`src/core/asp_pkg.sv`:
```
// Purpose: shared constants and types of the serial port and sequencer
// Assumes: 100 MHz system clock
// Notes: most numbers of the block live here; the sequencer still writes some as literals (8, 5'h10, 40)
package asp_pkg;
  // ***********************************************
  // configuration word layout
  // ***********************************************
  localparam int CFG_W = 8;
  localparam int WORD_VALID_BIT = 7;
  localparam int CH_MSB = 5;
  localparam int CH_LSB = 3;
  localparam int RG_MSB = 2;
  localparam int RG_LSB = 0;
  localparam logic [2:0] WORD_LAST_BIT = 3'h7;
  // ***********************************************
  // sequencer and packet
  // ***********************************************
  localparam int SEQ_DEPTH = 16;
  localparam logic [4:0] SEQ_DEPTH_V = 5'h10;
  localparam logic [4:0] DEFAULT_LEN = 5'h08;
  localparam logic [2:0] DEFAULT_RANGE = 3'h7;
  localparam int RESULT_W = 18;
  localparam int PKT_W = 24;
  localparam logic [4:0] PKT_LAST_IDX = 5'h17;
  localparam int FIFO_DEPTH = 16;
  // ***********************************************
  // timing
  // ***********************************************
  localparam int STARTUP_MS = 10;
  localparam int SYS_CLK_MHZ = 100;
  localparam int STARTUP_CYCLES = STARTUP_MS * 1000 * 1000 * SYS_CLK_MHZ / 1000;
  localparam int DRAIN_MAX_CYCLES = 40;
  // ***********************************************
  // types
  // ***********************************************
  typedef struct packed {
    logic [2:0] channel;
    logic [2:0] range_code;
  } asp_cfg_s;
  typedef struct packed {
    logic [RESULT_W-1:0] result;
    asp_cfg_s cfg;
  } asp_pkt_s;
  typedef enum logic [1:0] {CV_IDLE, CV_DRAIN, CV_BUSY} asp_conv_e;
endpackage : asp_pkg

```
`src/core/asp_fifo.sv`:
```
// Purpose: valid/ready fifo for received configuration entries
// Assumes: single clock, depth a power of two
// Notes: full and empty are exact
`timescale 1ns/100ps
`default_nettype none
module asp_fifo #(
  parameter int WIDTH = 6,
  parameter int DEPTH = 16
) (
  // clock and reset
  input wire logic i_sys_clk,
  input wire logic i_reset_n,
  // fill side
  input wire logic i_in_valid,
  input wire logic [WIDTH-1:0] i_in_data,
  output logic o_in_ready,
  // drain side
  output logic o_out_valid,
  output logic [WIDTH-1:0] o_out_data,
  input wire logic i_out_ready
);
  localparam int AW = $clog2(DEPTH);
  logic [WIDTH-1:0] mem_q [DEPTH];
  logic [AW-1:0] wr_q;
  logic [AW-1:0] rd_q;
  logic [AW:0] cnt_q;
  logic push;
  logic pop;

  assign o_in_ready = (cnt_q != (AW+1)'(DEPTH));
  assign o_out_valid = (cnt_q != '0);
  assign o_out_data = mem_q[rd_q];
  assign push = i_in_valid & o_in_ready;
  assign pop = o_out_valid & i_out_ready;

  always_ff @(posedge i_sys_clk)
  begin
    if (push)
    begin
      mem_q[wr_q] <= i_in_data;
    end
  end

  always_ff @(posedge i_sys_clk or negedge i_reset_n)
  begin
    if (!i_reset_n)
    begin
      wr_q <= '0;
      rd_q <= '0;
      cnt_q <= '0;
    end
    else
    begin
      if (push)
      begin
        wr_q <= wr_q + 1'b1;
      end
      if (pop)
      begin
        rd_q <= rd_q + 1'b1;
      end
      if (push && !pop)
      begin
        cnt_q <= cnt_q + 1'b1;
      end
      else if (pop && !push)
      begin
        cnt_q <= cnt_q - 1'b1;
      end
    end
  end
endmodule : asp_fifo
`default_nettype wire

```
`src/core/asp_serial_seq.sv`:
```
// Purpose: serial port and channel/range sequencer of a multiplexed converter
// Assumes: shift clock is sampled by the 100 MHz clock, so it must stay well below it
// Notes: analog conversion sits outside; it gets a start pulse and returns a result
// Operation
// RQ1 - after reset convert channels 0..7 in order, all with range code 7
// RQ2 - up to 16 entries applied in order, wrapping after the last one
// RQ3 - accept 8-bit words in a window, ignore valid words after sixteenth
// RQ4 - word: bit 7 valid, bit 6 reserved, 5:3 channel, 2:0 range
// RQ5 - invalid words dropped, valid ones appended in order received
// RQ6 - host drives reserved bit 6 as zero
// RQ7 - convert start closes programming and drops any partial word
// RQ8 - any valid word replaces whole sequence; this conversion uses its first entry
// RQ9 - no valid word: keep sequence, advance pointer to next entry
// RQ10 - words only taken inside the window; new entry used with no delay
// RQ11 - window opens 10 ms after reset and at every busy fall
// RQ12 - host ends shifting 20 ns before next convert start
// RQ13 - packet of finished conversion loaded just before busy falls
// RQ14 - differential mode shifts out on both edges and echoes the clock
// RQ15 - differential mode samples input on both shift clock edges
// RQ16 - port active with chip select low, outputs released when high
// RQ17 - host holds shift clock low when idle in differential mode
// RQ18 - packet 24 bits msb first: result, channel, range
// RQ19 - extra clocks repeat the same 24-bit packet
// RQ20 - differential shift clock up to 250 MHz; here it must stay well below the 100 MHz clock that samples it
// RQ21 - host per-conversion patterns: word then zeros, or 24 zeros then word
// RQ22 - host clock minimum for 650 ns window: 19 MHz or 14 MHz
// RQ23 - one conversion per convert start edge with sequencer's entry
// RQ24 - single-ended mode samples and shifts on rising edges only
// RQ25 - interface select input chooses single-ended or differential
// RQ26 - packet channel and range are those actually used
// RQ27 - range code stored and reported unchanged
`timescale 1ns/100ps
`default_nettype none
module asp_serial_seq #(
  parameter int STARTUP_CYCLES = asp_pkg::STARTUP_CYCLES
) (
  // clock and reset
  input wire logic i_sys_clk,
  input wire logic i_reset_n,
  // serial pins
  input wire logic i_cs_n,
  input wire logic i_shift_clock_in,
  input wire logic i_serial_config_in,
  input wire logic i_diff_mode,
  output logic o_serial_result_out,
  output logic o_serial_result_out_oe,
  output logic o_shift_clock_echo,
  output logic o_shift_clock_echo_oe,
  // conversion control
  input wire logic i_convert_start,
  output logic o_busy,
  output logic o_conv_start,
  output asp_pkg::asp_cfg_s o_conv_cfg,
  // converter core
  input wire logic i_conv_done,
  input wire logic [asp_pkg::RESULT_W-1:0] i_conv_result
);
  // ***********************************************
  // functions
  // ***********************************************
  function automatic logic [3:0] next_idx(input logic [3:0] ptr, input logic [4:0] len);
    logic [4:0] nxt;
    nxt = {1'b0, ptr} + 5'h01;
    next_idx = (nxt >= len) ? 4'h0 : nxt[3:0];
  endfunction : next_idx

  function automatic logic pkt_bit(input asp_pkg::asp_pkt_s pkt, input logic [4:0] idx);
    logic [4:0] pos;
    pos = asp_pkg::PKT_LAST_IDX - idx;
    pkt_bit = pkt[pos];
  endfunction : pkt_bit

  // ***********************************************
  // pin synchronisers and edges
  // ***********************************************
  logic sck_s1, sck_s2, sck_s3;
  logic sdi_s1, sdi_s2;
  logic cs_s1, cs_s2;
  logic dm_s1, dm_s2;
  logic cnv_s1, cnv_s2, cnv_s3;

  always_ff @(posedge i_sys_clk or negedge i_reset_n)
  begin
    if (!i_reset_n)
    begin
      {sck_s1, sck_s2, sck_s3} <= 3'h0;
      {sdi_s1, sdi_s2} <= 2'h0;
      {cs_s1, cs_s2} <= 2'h3;
      {dm_s1, dm_s2} <= 2'h0;
      {cnv_s1, cnv_s2, cnv_s3} <= 3'h0;
    end
    else
    begin
      {sck_s1, sck_s2, sck_s3} <= {i_shift_clock_in, sck_s1, sck_s2}; // [RQ20]
      {sdi_s1, sdi_s2} <= {i_serial_config_in, sdi_s1};
      {cs_s1, cs_s2} <= {i_cs_n, cs_s1};
      {dm_s1, dm_s2} <= {i_diff_mode, dm_s1};
      {cnv_s1, cnv_s2, cnv_s3} <= {i_convert_start, cnv_s1, cnv_s2};
    end
  end

  asp_pkg::asp_conv_e cv_q;
  logic active, sck_rise, sck_fall, shift_ev, start_edge, commit, done;
  assign active = ~cs_s2; // [RQ16]
  assign sck_rise = sck_s2 & ~sck_s3;
  assign sck_fall = ~sck_s2 & sck_s3;
  assign shift_ev = active & (sck_rise | (dm_s2 & sck_fall)); // [RQ15] [RQ24] [RQ25]
  assign start_edge = cnv_s2 & ~cnv_s3 & (cv_q == asp_pkg::CV_IDLE); // [RQ23]
  assign done = i_conv_done & (cv_q == asp_pkg::CV_BUSY);

  // ***********************************************
  // transaction window
  // ***********************************************
  logic [31:0] st_q;
  logic st_done_q;
  logic win_q;

  always_ff @(posedge i_sys_clk or negedge i_reset_n)
  begin
    if (!i_reset_n)
    begin
      st_q <= '0;
      st_done_q <= 1'b0;
    end
    else if (!st_done_q)
    begin
      st_q <= st_q + 32'h0000_0001;
      st_done_q <= (st_q == 32'(STARTUP_CYCLES - 1)); // [RQ11]
    end
  end

  always_ff @(posedge i_sys_clk or negedge i_reset_n)
  begin
    if (!i_reset_n)
    begin
      win_q <= 1'b0;
    end
    else if (start_edge)
    begin
      win_q <= 1'b0; // [RQ7]
    end
    else if (done || (!st_done_q && st_q == 32'(STARTUP_CYCLES - 1)))
    begin
      win_q <= 1'b1; // [RQ11]
    end
  end

  // ***********************************************
  // word deserialiser
  // ***********************************************
  logic [6:0] sh_q;
  logic [2:0] bit_q;
  logic [7:0] word;
  logic word_done, take;
  logic [4:0] acc_q;
  logic pend_q;
  asp_pkg::asp_cfg_s pend_cfg_q;
  logic fifo_in_ready, fifo_out_valid, drain_ready;
  asp_pkg::asp_cfg_s fifo_out_cfg;

  assign word = {sh_q, sdi_s2};
  assign word_done = shift_ev & (bit_q == asp_pkg::WORD_LAST_BIT) & ~start_edge;
  assign take = word_done & win_q & word[asp_pkg::WORD_VALID_BIT] // [RQ5] [RQ10]
    & (acc_q < asp_pkg::SEQ_DEPTH_V); // [RQ3]

  always_ff @(posedge i_sys_clk or negedge i_reset_n)
  begin
    if (!i_reset_n)
    begin
      sh_q <= '0;
      bit_q <= '0;
    end
    else if (start_edge)
    begin
      bit_q <= '0; // [RQ7]
    end
    else if (shift_ev)
    begin
      sh_q <= word[6:0];
      bit_q <= bit_q + 3'h1;
    end
  end

  always_ff @(posedge i_sys_clk or negedge i_reset_n)
  begin
    if (!i_reset_n)
    begin
      acc_q <= '0;
    end
    else if (commit)
    begin
      acc_q <= '0;
    end
    else if (take)
    begin
      acc_q <= acc_q + 5'h01; // [RQ3]
    end
  end

  always_ff @(posedge i_sys_clk or negedge i_reset_n)
  begin
    if (!i_reset_n)
    begin
      pend_q <= 1'b0;
      pend_cfg_q <= '0;
    end
    else if (take)
    begin
      pend_q <= 1'b1;
      pend_cfg_q <= {word[asp_pkg::CH_MSB:asp_pkg::CH_LSB],
                     word[asp_pkg::RG_MSB:asp_pkg::RG_LSB]}; // [RQ4] [RQ27]
    end
    else if (fifo_in_ready)
    begin
      pend_q <= 1'b0;
    end
  end

  asp_fifo #(
    .WIDTH($bits(asp_pkg::asp_cfg_s)),
    .DEPTH(asp_pkg::FIFO_DEPTH)
  ) u_fifo (
    .i_sys_clk(i_sys_clk),
    .i_reset_n(i_reset_n),
    .i_in_valid(pend_q),
    .i_in_data(pend_cfg_q),
    .o_in_ready(fifo_in_ready),
    .o_out_valid(fifo_out_valid),
    .o_out_data(fifo_out_cfg),
    .i_out_ready(drain_ready)
  );

  // ***********************************************
  // staging of the new sequence
  // ***********************************************
  asp_pkg::asp_cfg_s new_mem_q [asp_pkg::SEQ_DEPTH];
  logic [4:0] new_cnt_q;
  assign drain_ready = (new_cnt_q < asp_pkg::SEQ_DEPTH_V) & ~commit;

  always_ff @(posedge i_sys_clk or negedge i_reset_n)
  begin
    if (!i_reset_n)
    begin
      new_cnt_q <= '0;
      for (int i = 0; i < asp_pkg::SEQ_DEPTH; i++)
      begin
        new_mem_q[i] <= '0;
      end
    end
    else if (commit)
    begin
      new_cnt_q <= '0;
    end
    else if (fifo_out_valid && drain_ready)
    begin
      new_mem_q[new_cnt_q[3:0]] <= fifo_out_cfg; // [RQ5]
      new_cnt_q <= new_cnt_q + 5'h01;
    end
  end

  // ***********************************************
  // conversion control and sequencer
  // ***********************************************
  asp_pkg::asp_cfg_s seq_mem_q [asp_pkg::SEQ_DEPTH];
  logic [4:0] len_q;
  logic [3:0] ptr_q;
  logic prog_q;
  assign commit = (cv_q == asp_pkg::CV_DRAIN) & ~pend_q & ~fifo_out_valid;

  always_ff @(posedge i_sys_clk or negedge i_reset_n)
  begin
    if (!i_reset_n)
    begin
      cv_q <= asp_pkg::CV_IDLE;
    end
    else
    begin
      case (cv_q)
        asp_pkg::CV_IDLE: if (start_edge) cv_q <= asp_pkg::CV_DRAIN;
        asp_pkg::CV_DRAIN: if (commit) cv_q <= asp_pkg::CV_BUSY;
        asp_pkg::CV_BUSY: if (i_conv_done) cv_q <= asp_pkg::CV_IDLE;
        default: cv_q <= asp_pkg::CV_IDLE;
      endcase
    end
  end

  always_ff @(posedge i_sys_clk or negedge i_reset_n)
  begin
    if (!i_reset_n)
    begin
      len_q <= asp_pkg::DEFAULT_LEN; // [RQ1]
      ptr_q <= '0;
      prog_q <= 1'b0;
      o_conv_cfg <= '0;
      for (int i = 0; i < asp_pkg::SEQ_DEPTH; i++)
      begin
        seq_mem_q[i] <= (i < 8) ? {3'(i), asp_pkg::DEFAULT_RANGE} : 6'h00; // [RQ1]
      end
    end
    else if (commit && new_cnt_q != 5'h00)
    begin
      seq_mem_q <= new_mem_q; // [RQ8]
      len_q <= new_cnt_q;
      o_conv_cfg <= new_mem_q[0]; // [RQ8] [RQ10]
      ptr_q <= next_idx(4'h0, new_cnt_q); // [RQ2]
      prog_q <= 1'b1;
    end
    else if (commit)
    begin
      o_conv_cfg <= seq_mem_q[ptr_q]; // [RQ9]
      ptr_q <= next_idx(ptr_q, len_q); // [RQ2] [RQ9]
    end
  end

  always_ff @(posedge i_sys_clk or negedge i_reset_n)
  begin
    if (!i_reset_n)
    begin
      o_conv_start <= 1'b0;
      o_busy <= 1'b0;
    end
    else
    begin
      o_conv_start <= commit; // [RQ23]
      if (commit)
      begin
        o_busy <= 1'b1;
      end
      else if (done)
      begin
        o_busy <= 1'b0;
      end
    end
  end

  // ***********************************************
  // result packet shifter
  // ***********************************************
  asp_pkg::asp_pkt_s pkt_q;
  logic [4:0] idx_q;
  logic [4:0] idx_nxt;
  assign idx_nxt = (idx_q == asp_pkg::PKT_LAST_IDX) ? 5'h00 : idx_q + 5'h01; // [RQ19]

  always_ff @(posedge i_sys_clk or negedge i_reset_n)
  begin
    if (!i_reset_n)
    begin
      pkt_q <= '0;
      idx_q <= '0;
      o_serial_result_out <= 1'b0;
      o_shift_clock_echo <= 1'b0;
    end
    else if (done)
    begin
      pkt_q <= {i_conv_result, o_conv_cfg}; // [RQ13] [RQ18] [RQ26]
      idx_q <= '0;
      o_serial_result_out <= i_conv_result[asp_pkg::RESULT_W-1]; // [RQ18]
      o_shift_clock_echo <= 1'b0;
    end
    else if (shift_ev)
    begin
      idx_q <= idx_nxt;
      o_serial_result_out <= pkt_bit(pkt_q, idx_nxt); // [RQ14] [RQ24]
      o_shift_clock_echo <= dm_s2 ? sck_s2 : ~o_shift_clock_echo; // [RQ14]
    end
  end

  always_ff @(posedge i_sys_clk or negedge i_reset_n)
  begin
    if (!i_reset_n)
    begin
      o_serial_result_out_oe <= 1'b0;
      o_shift_clock_echo_oe <= 1'b0;
    end
    else
    begin
      o_serial_result_out_oe <= active; // [RQ16]
      o_shift_clock_echo_oe <= active; // [RQ16]
    end
  end
endmodule : asp_serial_seq
`default_nettype wire

```
`config.mk`:
```
export PLATFORM = sky130hd
export DESIGN_NAME = asp_serial_seq
export DESIGN_NICKNAME = d
export VERILOG_FILES = /design/src/core/asp_pkg.sv /design/src/core/asp_fifo.sv /design/src/core/asp_serial_seq.sv
export SDC_FILE = /design/constraint.sdc
export NUM_CORES = 1
export LEC_CHECK = 0
export ABC_AREA = 1
export BUFFER_PORTS_ARGS = -buffer_cell sky130_fd_sc_hd__buf_2
export CORE_ASPECT_RATIO = 0.9
export CORE_UTILIZATION = 40
export CTS_BUF_LIST = sky130_fd_sc_hd__clkbuf_16
export DETAILED_ROUTE_END_ITERATION = 8
export SKIP_CTS_REPAIR_TIMING = 1
export SYNTH_ARGS = -nofsm -noshare
export SYNTH_HDL_FRONTEND = slang
export SYNTH_SLANG_ARGS = --single-unit
```
`constraint.sdc`:
```
create_clock -name i_sys_clk -period 2.9 [get_ports i_sys_clk]
set_input_delay 0.29 -clock i_sys_clk [delete_from_list [all_inputs] [get_ports i_sys_clk]]
set_output_delay 0.29 -clock i_sys_clk [all_outputs]
set_load 0.005 [all_outputs]
```
==> metrics.md <==
| Metric | Value |
|---|---|
| Vias | 13211 |
| Top Usage Layer GRT | met2 |
| Initial antenna violation count | 0 |
| Clock share of power | 0.264 |
| Overall routed net length | 41900 um |
| Startpoint Class | flop |
| Maximum VDD drop | 0.409 mV |
| WP data required | 3380 ps |
| Cells after DPL | 2541 |
| # H-tree levels | 2 |
| Hold WC Path Type | primary input to flop |
| Cell internal pwr | 12900 uW |
| Die width | 229 um |
| Drt wl/cell | 15.8 um |
| Max-cap viol count | 0 |
| Netlist cell types | 44 |
| Ys Warns | 0 |
| Die footprint | 47300 sq um |
| FP Rows | 74 |
| TritonCTS Sinks | 425 |
| Mean area per synthesized cell | 9.52 sq um |
| Final #Nets | 2053 |
| Grt met3 use | 0.0269 |
| RSZ-0062 raised after global routing | no |
| Synth Instances | 1950 |
| Die height | 206 um |
| Post-DP HPWL | 27000 um |
| Crit path from | u_fifo.cnt_q[0] |
| Initial Utilization | 0.408 |
| Final Hold Vio Count | 0 |
| Period Utilization, post-route | 0.861 |
| Status | finished clean |
| Sequential share of power | 0.422 |
| Setup TNS | 0 ps |
| Crit end category | flop |
| P_leak | 0.00881 uW |
| Gpl congestion | 0.818 |
| R2R Setup Slk | 400 ps |
| Fmax | 400 MHz |
| Critical Path Fanout Max | 8 |
| Area of the mapped netlist | 18600 sq um |
| CTS tree | built |
| Switch share | 0.363 |
| Num ports | 38 |
| CTS root buf | clkbuf_16 |
| Final setup vio count | 0 |
| 1st-iter DRT viols | 1154 |
| Clk_lat worst skew | 550 ps |
| Worst hold stages | 3 |
| Post-DRT Antenna Nets | 0 |
| Area occupied by multi-input gates | 6050 sq um |
| DRC | 0 |
| P&R area growth vs syn | 12.9% |
| Pre-antenna DRT Iters | 5 |
| WP data arrival | 2970 ps |
| Vias in the first global route | 12745 |
| Ant diodes | 0 |
| #FFs+latches synth | 425 |
| Layout cells sized above 1 | 0.107 |
| Commonest non-fill, non-tap cell in the layout | nand2_1 |
| Leading cell types in the layout, fill and taps excluded | nand2_1 (385), dfrtp_1 (290), inv_1 (220) |
| PD cells | 965 nW/um^2 |
| Hold Slack | 3.66 ps |
| GRT Overall Usage | 0.180 |
| Worst-path clk slew | 60 ps |
| Largest net degree at the start of global routing | 73 |
| Core box area | 45600 sq um |
| Syn Nets | 2001 |
| PortBufs | 37 |
| R2R depth | 13 |
| Global-route wire length before repair | 68200 um |
| GR Util met1 | 0.263 |
| TritonCTS Buffers | 43 |
| Final std cells w/o fill | 2645 |
| Worst r2r src | u_fifo.cnt_q[0] |
| Part of the Yosys area used for sequential elements | 0.601 |
| Sequential cell area | 11200 sq um |
| Deepest clock path buffer count | 3 |
| Post-route clock skew | 20.2 ps |
| Final Critical Period | 2500 ps |
| RR Endpoint | u_fifo.cnt_q[4] |
| Number of vias per cell | 4.99 |
| Critical Setup Path Class | flop to flop |
| Grt met2 use | 0.280 |
| Gr ovfl total | 0 |
| Slew headroom | 0.300 |
| Switching power | 7340 uW |
| Fill count | 4354 |
| Crit path to | u_fifo.cnt_q[4] |
| Pins over their slew limit | 0 |
| Combinational power share | 0.314 |
| Actual slew at the worst max-slew pin | 1040 ps |
-- synthesized netlist by cell type --
cell	n	share of area
a21o_1	2	0.00081
nand3_1	84	0.023
o21ai_1	140	0.038
a21oi_1	22	0.0059
ha_1	24	0.016
o221ai_1	18	0.0085
o21ai_2	6	0.0028
buf_4	7	0.0028
buf_6	18	0.011
o31ai_1	1	0.00040
dfstp_2	39	0.055
nor2_4	4	0.0024
nor2_2	9	0.0030
nand2_2	12	0.0040
nand2_1	385	0.078
nand3_2	1	0.00054
o211ai_1	24	0.0097
buf_2	33	0.0089
o21a_1	2	0.00081
nor3_2	3	0.0016
nor4_4	1	0.0011
nand4_1	15	0.0051
dfrtp_1	290	0.39
o22ai_1	12	0.0040
nor2_1	188	0.038
xor2_1	31	0.015
a31oi_1	3	0.0010
nand3b_1	5	0.0020
clkinv_1	2	0.00040
inv_4	1	0.00034
a211oi_1	2	0.00081
xnor2_1	8	0.0038
edfxtp_1	96	0.16
fa_1	1	0.0011
clkbuf_2	2	0.00054
nor4_1	7	0.0024
buf_1	1	0.00020
and3_1	1	0.00034
o21ai_0	189	0.051
clkbuf_1	33	0.0067
inv_1	205	0.041
or2_2	3	0.0010
inv_2	4	0.00081
nor3_1	16	0.0043
-- per-layer routing --
| metal | vias to the layer above | part of all wire |
|---|---|---|
| met2 | 260 | 0.45 |
| met3 | 71 | 0.045 |
| met4 | 0 | 0.021 |
| met1 | 6352 | 0.49 |
| met5 | - | 0 |
| li1 | 6528 | - |
-- sequential cells by signal (all words and copies together), names as in the netlist, 6 cells and up --
name,count
pend_cfg_q,6
o_conv_cfg,6
new_mem_q,96
sh_q,7
u_fifo.mem_q,96
pkt_q,24
st_q,32
seq_mem_q,96
-- power groups by stage --
stage,logic [uW],clock network [uW],registers [uW]
3_5_place_dp,6330,0,8620
2_1_floorplan,4510,0,8350
5_1_grt,7240,5700,8700
4_1_cts,6360,5480,8530
3_3_place_gp,6190,0,8590
6_report,6350,5340,8530
-- kinds of logic (layout without fill, tap and decap cells) --
family                   Yosys count  after routing  synth area share
AO/OA/AOI/OAI                    421            421             0.124
XOR/XNOR                          39             39            0.0184
adder cells (fa/ha/maj)           25             25            0.0173
buffers and inverters            306            393            0.0731
flip-flops                       425            425             0.601
AND/OR/NAND/NOR                  734            734             0.166
-- area by class of cell --
type                       instances  share of cell area
multi-input combinational       1219               0.289
sequential                       425               0.533
inverter                         212              0.0382
tap                              608              0.0363
clock inverter                    36              0.0121
clock buffer                      44              0.0525
timing repair buffer             101              0.0393
-- through the flow --
stage	total power (uW)	utilization	setup WS (ps)	area [sq um]
final	20200	0.460	402	21000
after global routing	21600	0.460	121	21000
after CTS	20400	0.455	410	20700
after detailed placement	15000	0.425	396	19400
after global placement	14800	0.425	487	19400
after floorplan	12900	-	575	18600
-- critical path, cell delays in order, from the launching register on --
cell and delay (ps):
dfrtp_1 440, nor2_2 150, nand4_1 100, nand2_1 110, clkinv_1 190, ha_1 280
inv_1 150, ha_1 300, a21oi_1 180, nor2_1 60, nor2_1 130, nor2_1 60
nor2_1 130, xor2_1 160
-- how the worst min path moves through the flow --
stage	from	end	slack (ps)
after global routing	i_conv_result[7]	pkt_q[13]	4
after floorplan	i_reset_n	acc_q[0]	-6
after global placement	i_reset_n	new_mem_q[46]	310
final	i_conv_result[7]	pkt_q[13]	4
after detailed placement	i_reset_n	new_mem_q[43]	310
after CTS	i_reset_n	new_mem_q[43]	-290
Note: power is estimated with default switching activity, not from simulation.
